File: src/idr_regs.vh
// Purpose: Register map and field layout of the input disable stage
// Assumes: Wishbone classic slave, 32-bit data, byte addresses
// Notes:   Definitions only
`ifndef IDR_REGS_VH
`define IDR_REGS_VH

`define IDR_ADDR_W       8
`define IDR_OFS_CTRL0    8'h00
`define IDR_OFS_VAL0     8'h04
`define IDR_OFS_CTRL1    8'h08
`define IDR_OFS_VAL1     8'h0C
`define IDR_OFS_STATUS   8'h10

`define IDR_CTRL_EN      0
`define IDR_CTRL_POL     1
`define IDR_CTRL_MODE_LO 2
`define IDR_CTRL_START_LO 4
`define IDR_CTRL_END_LO  6
`define IDR_CTRL_RST     8'h00
`define IDR_VAL_RST      16'h0000

`define IDR_MODE_NONE    2'h0
`define IDR_MODE_RISE    2'h1
`define IDR_MODE_FALL    2'h2
`define IDR_MODE_BOTH    2'h3

`define IDR_REACT_NONE   2'h0
`define IDR_REACT_RISE   2'h1
`define IDR_REACT_FALL   2'h2
`define IDR_REACT_STATE  2'h3

`endif

File: src/idr_top.v
// Purpose: Disabling stage of two push-button input channels
// Assumes: Inputs synchronous to SYS_CLK; Wishbone classic register bus
// Notes:   One telegram per channel per cycle at most
//
// The Wishbone slave port and the register offsets were chosen for this implementation.
`timescale 1ns/10ps
`default_nettype none
`include "idr_regs.vh"

// What this block does
// - Each channel has an enable bit for its disabling function, and with it off the disabling object does nothing.
// - A polarity bit selects whether a one or a zero on the disabling object disables the channel, one by default.
// - When disabling starts, a selectable reaction runs: none by default, rising value, falling value or present state.
// - When disabling ends, a second selectable reaction with the same four choices runs.
// - A reaction of none sends nothing at that transition.
// - The rising reaction sends the value set for a rising input edge.
// - The falling reaction sends the value set for a falling input edge.
// - The rising reaction acts only when the channel sends on rising edges or on both edges.
// - The falling reaction acts only when the channel sends on falling edges or on both edges.
// - The present-state reaction sends the rising value for a high input and the falling value for a low one.
// - The present-state reaction acts only when the channel sends on both edges.
// - The second channel behaves and is configured exactly like the first.
module idr_top
(
	// Clock and reset
	input  wire        SYS_CLK,
	input  wire        RST_N,
	// Wishbone slave
	input  wire        WB_CYC_I,
	input  wire        WB_STB_I,
	input  wire        WB_WE_I,
	input  wire [7:0]  WB_ADR_I,
	input  wire [3:0]  WB_SEL_I,
	input  wire [31:0] WB_DAT_I,
	output reg  [31:0] WB_DAT_O,
	output reg         WB_ACK_O,
	// Contacts and disabling objects
	input  wire [1:0]  BTN_IN,
	input  wire [1:0]  DIS_OBJ,
	// Telegram sender
	output wire [1:0]  TX_STB,
	output wire [7:0]  TX_VAL0,
	output wire [7:0]  TX_VAL1,
	output wire [1:0]  DISABLED
);

	reg  [15:0] ctrl_q;
	reg  [31:0] val_q;
	wire [1:0]  dis_now;
	wire [1:0]  lvl_now;
	wire        req;
	wire        wr_take;
	wire        rd_take;
	reg  [31:0] rd_d;
	wire [15:0] tx_val_w;

	// Channel states, one-hot
	localparam [1:0] ST_OPEN = 2'b01;
	localparam [1:0] ST_SHUT = 2'b10;

	// Whether a transition reaction may send under the send mode
	function react_ok;
		input [1:0] r;
		input [1:0] mode;
		begin
			case (r)
				`IDR_REACT_RISE:
					react_ok = mode[0];
				`IDR_REACT_FALL:
					react_ok = mode[1];
				`IDR_REACT_STATE:
					react_ok = (mode == `IDR_MODE_BOTH);
				default:
					react_ok = 1'b0;
			endcase
		end
	endfunction

	// Whether a reaction sends the rising value
	function react_rise;
		input [1:0] r;
		input       lvl;
		begin
			case (r)
				`IDR_REACT_RISE:
					react_rise = 1'b1;
				`IDR_REACT_FALL:
					react_rise = 1'b0;
				`IDR_REACT_STATE:
					react_rise = lvl;
				default:
					react_rise = 1'b0;
			endcase
		end
	endfunction

	// Returns {send, pick_rising} for a disable transition
	function [1:0] react;
		input [1:0] r;
		input [1:0] mode;
		input       lvl;
		begin
			react = {react_ok(r, mode), react_rise(r, lvl)};
		end
	endfunction

	// Bus slave: ack one cycle after the request, then dropped
	assign req     = WB_CYC_I & WB_STB_I & ~WB_ACK_O;
	assign wr_take = req & WB_WE_I;
	assign rd_take = req & ~WB_WE_I;

	// Read mux; unused bits read as zero
	always @*
	begin
		rd_d = 32'h00000000;
		case (WB_ADR_I)
			`IDR_OFS_CTRL0:
			begin
				rd_d[7:0] = ctrl_q[7:0];
			end
			`IDR_OFS_VAL0:
			begin
				rd_d[15:0] = val_q[15:0];
			end
			`IDR_OFS_CTRL1:
			begin
				rd_d[7:0] = ctrl_q[15:8];
			end
			`IDR_OFS_VAL1:
			begin
				rd_d[15:0] = val_q[31:16];
			end
			`IDR_OFS_STATUS:
			begin
				rd_d[3:0] = {lvl_now, dis_now};
			end
			default:
			begin
				rd_d = 32'h00000000;
			end
		endcase
	end

	always @(posedge SYS_CLK)
	begin
		if (!RST_N)
		begin
			WB_ACK_O <= 1'b0;
			WB_DAT_O <= 32'h00000000;
			ctrl_q   <= {`IDR_CTRL_RST, `IDR_CTRL_RST};
			val_q    <= {`IDR_VAL_RST, `IDR_VAL_RST};
		end
		else
		begin
			WB_ACK_O <= req;
			WB_DAT_O <= rd_take ? rd_d : 32'h00000000;
			if (wr_take)
			begin
				// Same layout for both channels
				case (WB_ADR_I)
					`IDR_OFS_CTRL0:
					begin
						if (WB_SEL_I[0])
							ctrl_q[7:0] <= WB_DAT_I[7:0];
					end
					`IDR_OFS_CTRL1:
					begin
						if (WB_SEL_I[0])
							ctrl_q[15:8] <= WB_DAT_I[7:0];
					end
					`IDR_OFS_VAL0:
					begin
						if (WB_SEL_I[0])
							val_q[7:0] <= WB_DAT_I[7:0];
						if (WB_SEL_I[1])
							val_q[15:8] <= WB_DAT_I[15:8];
					end
					`IDR_OFS_VAL1:
					begin
						if (WB_SEL_I[0])
							val_q[23:16] <= WB_DAT_I[7:0];
						if (WB_SEL_I[1])
							val_q[31:24] <= WB_DAT_I[15:8];
					end
					default:
					begin
						// Status and unmapped offsets ignore writes
						ctrl_q <= ctrl_q;
					end
				endcase
			end
		end
	end

	genvar c;
	generate
		for (c = 0; c < 2; c = c + 1)
		begin : g_ch
			wire [7:0] cfg;
			wire [1:0] mode;
			wire [7:0] v_rise;
			wire [7:0] v_fall;
			wire       dis_d;
			wire       rise_e;
			wire       fall_e;
			wire [1:0] r_start;
			wire [1:0] r_end;
			wire       en_bit;
			wire       pol_bit;
			wire       dis_q;
			reg  [1:0] st_q;
			reg  [1:0] st_d;
			reg        stb_d;
			reg  [7:0] val_d;
			reg        lvl_q;
			reg        stb_q;
			reg  [7:0] val_o_q;

			assign cfg    = ctrl_q[8*c +: 8];
			assign mode   = cfg[`IDR_CTRL_MODE_LO +: 2];
			assign v_rise = val_q[16*c +: 8];
			assign v_fall = val_q[16*c+8 +: 8];
			// Enable gates the object; polarity bit flips its sense
			assign en_bit  = cfg[`IDR_CTRL_EN];
			assign pol_bit = cfg[`IDR_CTRL_POL];
			assign dis_d   = en_bit & (DIS_OBJ[c] ^ pol_bit);
			assign dis_q   = st_q[1];
			assign rise_e = BTN_IN[c] & ~lvl_q;
			assign fall_e = ~BTN_IN[c] & lvl_q;
			assign r_start = react(cfg[`IDR_CTRL_START_LO +: 2], mode,
				BTN_IN[c]);
			assign r_end   = react(cfg[`IDR_CTRL_END_LO +: 2], mode,
				BTN_IN[c]);

			// Value only moves with a strobe, so the sender sees a stable word
			always @*
			begin
				st_d  = st_q;
				stb_d = 1'b0;
				val_d = val_o_q;
				case (st_q)
					ST_OPEN:
					begin
						// Transition reaction wins over a coincident edge
						if (dis_d)
						begin
							st_d  = ST_SHUT;
							stb_d = r_start[1];
							if (r_start[1])
								val_d = r_start[0] ? v_rise : v_fall;
						end
						else if (rise_e & mode[0])
						begin
							stb_d = 1'b1;
							val_d = v_rise;
						end
						else if (fall_e & mode[1])
						begin
							stb_d = 1'b1;
							val_d = v_fall;
						end
					end
					ST_SHUT:
					begin
						// Edges are dropped while shut
						if (!dis_d)
						begin
							st_d  = ST_OPEN;
							stb_d = r_end[1];
							if (r_end[1])
								val_d = r_end[0] ? v_rise : v_fall;
						end
					end
					default:
					begin
						st_d = ST_OPEN;
					end
				endcase
			end

			always @(posedge SYS_CLK)
			begin
				if (!RST_N)
				begin
					st_q    <= ST_OPEN;
					lvl_q   <= 1'b0;
					stb_q   <= 1'b0;
					val_o_q <= 8'h00;
				end
				else
				begin
					st_q    <= st_d;
					lvl_q   <= BTN_IN[c];
					stb_q   <= stb_d;
					val_o_q <= val_d;
				end
			end

			assign TX_STB[c]   = stb_q;
			assign DISABLED[c] = dis_q;
			assign dis_now[c]  = dis_q;
			assign lvl_now[c]  = lvl_q;
			assign tx_val_w[8*c +: 8] = val_o_q;
		end
	endgenerate

	assign TX_VAL0 = tx_val_w[7:0];
	assign TX_VAL1 = tx_val_w[15:8];

endmodule // idr_top
`default_nettype wire

File: config.mk
export PLATFORM = sky130hd
export DESIGN_NAME = idr_top
export DESIGN_NICKNAME = d
export VERILOG_FILES = /design/src/idr_top.v
export VERILOG_INCLUDE_DIRS = /design/src
export SDC_FILE = /design/constraint.sdc
export NUM_CORES = 1
export LEC_CHECK = 0
export BUFFER_PORTS_ARGS = -buffer_cell sky130_fd_sc_hd__buf_2
export CORE_ASPECT_RATIO = 0.8
export CORE_UTILIZATION = 58
export CTS_CLUSTER_DIAMETER = 120
export DETAILED_ROUTE_END_ITERATION = 12
export GPL_TIMING_DRIVEN = 0
export PLACE_DENSITY = 0.9
export REMOVE_ABC_BUFFERS = 1
export SETUP_SLACK_MARGIN = 0.5
export SYNTH_ARGS = -nofsm -noshare
export SYNTH_HDL_FRONTEND = slang
export SYNTH_SLANG_ARGS = --single-unit
File: constraint.sdc
create_clock -name SYS_CLK -period 5 [get_ports SYS_CLK]
set_input_delay 0 -clock SYS_CLK [delete_from_list [all_inputs] [get_ports SYS_CLK]]
set_output_delay 0 -clock SYS_CLK [all_outputs]
set_load 0.01 [all_outputs]
==> qor_table.md <==
| Item | Value | Unit |
|---|---|---|
| Hold Path Class | in -> reg | - |
| Worst Setup Start Kind | flip-flop | - |
| Final wirelength | 10300 | µm |
| Final hold viol count | 0 | - |
| Worst slack on hold paths | 0.0210 | ns |
| Warning count from the yosys run | 0 | - |
| Final critical delay including setup and external delays | 2.26 | ns |
| Area share of and/or/nand/nor cells after synthesis | 0.177 | - |
| Library cell occupying the most area in the post-synthesis netlist | dfxtp_1 | - |
| Max-slew violations | 0 | - |
| Portion of netlist area occupied by mux cells | 0.171 | - |
| NumNets Final | 571 | - |
| Adder and majority cell fraction of the synthesized area | 0.0116 | - |
| Antenna violations before repair | 0 | - |
| Maximum number of pins on one net before global-route repair | 74 | - |
| TritonCTS buffer count | 9 | - |
| Failing checks | DRC | - |
| GR Util All Layers | 0.272 | - |
| Horizontal extent of the die | 98.5 | µm |
| Total of fill cells in the finished design | 504 | - |
| Post-CTS Repair Setup Buffers | 0 | - |
| CP max stage delay | 0.61 | ns |
| Die ar. | 7800 | µm² |
| Total gr overflow | 0 | - |
| Max FO, Critical Path | 8 | - |
| Post-route fraction of the period consumed by the critical path | 0.452 | - |
| Combinational family with the most area after synthesis | simple AND/OR/NAND/NOR gates | - |
| Area share of the leading cell type in the synthesized netlist | 0.412 | - |
| Clock sink total | 89 | - |
| Category of the worst setup path capture point | flip-flop | - |
| DRT antenna net count | 0 | - |
| Kind of cell adding the most delay to the critical path | compound AO/OA/AOI/OAI gates | - |
| Top-Level Pins | 106 | - |
| Number of setup violations in the final report | 0 | - |
| Worst Path Class, Setup | reg -> reg | - |
| Number of vias in the routed layout | 3543 | - |
| Transition time at the pin with the least slew margin | 1.07 | ns |
| Number of standard cells in the final layout excluding fillers | 606 | - |
| Number of detailed-route iterations in the first pass | 12 | - |
| Synthesized area per cell | 9.93 | µm² |
| Vias per cell | 5.85 | - |
| Required arrival time at the worst endpoint | 5.25 | ns |
| Slowest library cell on the worst path | a211oi_4 | - |
| Area fraction in compound gates after synthesis | 0.155 | - |
| Clock root buffer master | clkbuf_8 | - |
| Starting density of the core | 0.615 | - |
| Post-detailed-route DRC marker count | 5 | - |
| Number of global-route vias before repair | 3245 | - |
| Maximum clock frequency | 443 | MHz |
| Share of synthesized registers carrying an async set or reset | 0 | - |
| Post-synthesis sequential area ratio | 0.412 | - |
| Total power consumption of the routed design | 1.32 | mW |
| Antenna Cells | 0 | - |
| Max-capacitance violation count | 0 | - |
| Std-Cell Core Area | 7030 | µm² |
| Cell depth of the worst hold path | 3 | - |
| Capturing point of the worst reg2reg path | TX_VAL1[3]$_SDFFE_PN0P_ | - |
| Flip-flop cell with the highest count after synthesis | dfxtp_1 | - |
| Maximum level of the CTS H-tree | 3 | - |
| Layout overhead on the synthesized area | 15.9 | % |
| Ordered cell list for the critical path | xor2_1 -> nand2_1 -> a211oi_4 -> mux2i_1 -> a21oi_1 | - |
| Setup TNS after final layout | 0 | ns |
| Worst Skew | 0.00722 | ns |
| Peak supply drop | 0.192 | mV |
| Run status | finished with violations | - |
| Inst Count DP | 571 | - |
| Wire length of the first global-routing pass | 16200 | µm |
| Count of routing violations after the opening detailed-route iteration | 294 | - |
| Number of synthesized register bits | 89 | - |
| Clock tree from TritonCTS | yes | - |
| Reg-to-Reg Start | ctrl_q[9]$_SDFFE_PN0P_ | - |
| Total of buffers placed on input and output ports | 71 | - |
| Routability-driven placement congestion ratio | 0.878 | - |
| Start point of the critical path | ctrl_q[9]$_SDFFE_PN0P_ | - |
| Cell count after synthesis | 435 | - |
| Number of gates on the worst path with buffers counted | 5 | - |
| Reg2reg path depth | 5 | - |
| Internal reg-to-reg setup slack | 2.74 | ns |
| P per Cell Area | 264 | nW/µm² |
| Clock edge transition at the registers on the reported setup and hold paths | 0.09 | ns |
| Rel. slew slack | 0.286 | - |
| RSZ-0062 raised after global routing | false | - |
| Mapped cell area | 4320 | µm² |
| Data arrival time of the critical path | 2.50 | ns |
| Worst-skew pair later-pin latency | 0.36 | ns |
| Number of cells upsized or downsized after cts | 0 | - |
| Count of unique library cells instantiated by Yosys | 56 | - |
| XOR/XNOR Fraction of Synth Area | 0.00608 | - |
| Placed wire-length estimate after detailed placement | 7440 | µm |
| Vertical die dimension | 79.2 | µm |
| Leading cell types by total area after synthesis | dfxtp_1, mux2i_1, nor2b_1 | - |
| Share of post-route cells with drive strength above 1 | 0.206 | - |
| Post-synth EDFFs | 0 | - |
| Buffers from clock root to sink, at most | 2 | - |
| Num rows | 27 | - |
| Capturing instance or port of the critical path | TX_VAL1[3]$_SDFFE_PN0P_ | - |
| Worst path bufs/invs | 0 | - |
| Post-detailed-route wirelength per cell | 17.0 | µm |
| Leakage power total | 2.12 | nW |
==> worst register-to-register path: stages, from the launching register on <==
cell	delay, ns
dfxtp_1	0.39
xor2_1	0.44
nand2_1	0.21
a211oi_4	0.61
mux2i_1	0.40
a21oi_1	0.11
==> area by class of cell <==
type,count,area [µm²],area share
multi-input combinational,312,2310,0.461
clock buffer,9,124,0.0247
inverter,12,45.0,0.00899
sequential,89,1780,0.356
clock inverter,7,95.1,0.0190
tap,87,109,0.0217
timing repair buffer,90,546,0.109
==> cells by family after synthesis <==
group,Yosys count
compound gates,90
mux,74
simple gates,125
other cells,1
fa+ha+maj,4
flops,89
xor+xnor,3
buf+inv,49
==> metal layers <==
layer / vias up / global-route usage / wire [µm]
li1: 1676 / - / -
met1: 1698 / 0.366 / 4780
met2: 152 / 0.441 / 4700
met3: 17 / 0.0607 / 748
met4: 0 / 0.0746 / 97
met5: - / 0 / 0
==> report_power, final <==
group | internal [mW] | switching (mW)
logic | 0.0327 | 0.0418
clock network | 0.281 | 0.255
registers | 0.709 | 0.000979
==> metrics by stage <==
step | cell area, µm² | utilization | worst slack, ns
final | 5010 | 0.713 | 2.74
after global routing | 5010 | 0.713 | 2.65
after CTS | 5010 | 0.713 | 2.81
after detailed placement | 4600 | 0.655 | 2.82
after global placement | 4600 | 0.655 | 2.86
after floorplan | 4140 | - | 3.20
==> worst min-delay path by stage <==
| stage | start | end | slack [ns] |
|---|---|---|---|
| final | WB_WE_I | WB_DAT_O[12]$_SDFF_PN0_ | 0.02 |
| after global routing | WB_DAT_I[7] | val_q[23]$_SDFFE_PN0P_ | 0.006 |
| after CTS | WB_DAT_I[7] | val_q[7]$_SDFFE_PN0P_ | 0.003 |
| after detailed placement | BTN_IN[0] | g_ch[0].lvl_q$_SDFF_PN0_ | 0.25 |
| after global placement | BTN_IN[0] | g_ch[0].lvl_q$_SDFF_PN0_ | 0.25 |
| after floorplan | RST_N | g_ch[0].st_q[0]$_SDFFE_PN1P_ | 0.06 |
==> cells in the mapped netlist, types with 3 or more instances <==
| library cell | number |
|---|---|
| o21ai_0 | 6 |
| or2_2 | 3 |
| and2_1 | 4 |
| nor3_1 | 4 |
| ha_1 | 4 |
| inv_1 | 12 |
| clkbuf_1 | 9 |
| and3b_1 | 4 |
| a21oi_1 | 22 |
| o22a_2 | 3 |
| a22oi_1 | 14 |
| nor2_1 | 20 |
| mux2i_1 | 74 |
| nand2_1 | 15 |
| buf_4 | 20 |
| nand2b_1 | 3 |
| a221oi_1 | 3 |
| nor2b_1 | 53 |
| o31ai_1 | 16 |
| a22o_1 | 6 |
| dfxtp_1 | 89 |
| a31oi_1 | 3 |
==> sequential cells by signal (all words and copies together) (netlist names) <==
name,flops
val_q,32
WB_DAT_O,16
ctrl_q,16
TX_VAL0,8
TX_VAL1,8
g_ch.st_q,4
g_ch.lvl_q,2
g_ch.stb_q,2
WB_ACK_O,1
==> cell usage in the layout (no fill, tap or decap), types with 4 or more instances in the layout <==
cell / synthesis / routed
clkbuf_8: 1 / 9
nor2_1: 20 / 20
nand2_1: 15 / 15
a22o_1: 6 / 6
buf_2: 2 / 71
o21ai_0: 6 / 6
and3b_1: 4 / 4
mux2i_1: 74 / 74
dlygate4sd3_1: 0 / 19
conb_1: 1 / 16
a21oi_1: 22 / 22
o31ai_1: 16 / 16
dfxtp_1: 89 / 89
and2_1: 4 / 4
ha_1: 4 / 4
inv_1: 12 / 12
a22oi_1: 14 / 14
nor3_1: 4 / 4
nor2b_1: 53 / 53
==> what timing repair did <==
| action | in CTS | in global routing |
|---|---|---|
| endpoints found under the setup margin | 0 | 0 |
| hold buffers | 19 | 0 |
| endpoints found under the hold margin | 43 | 0 |
(Power assumes the default switching activity.)
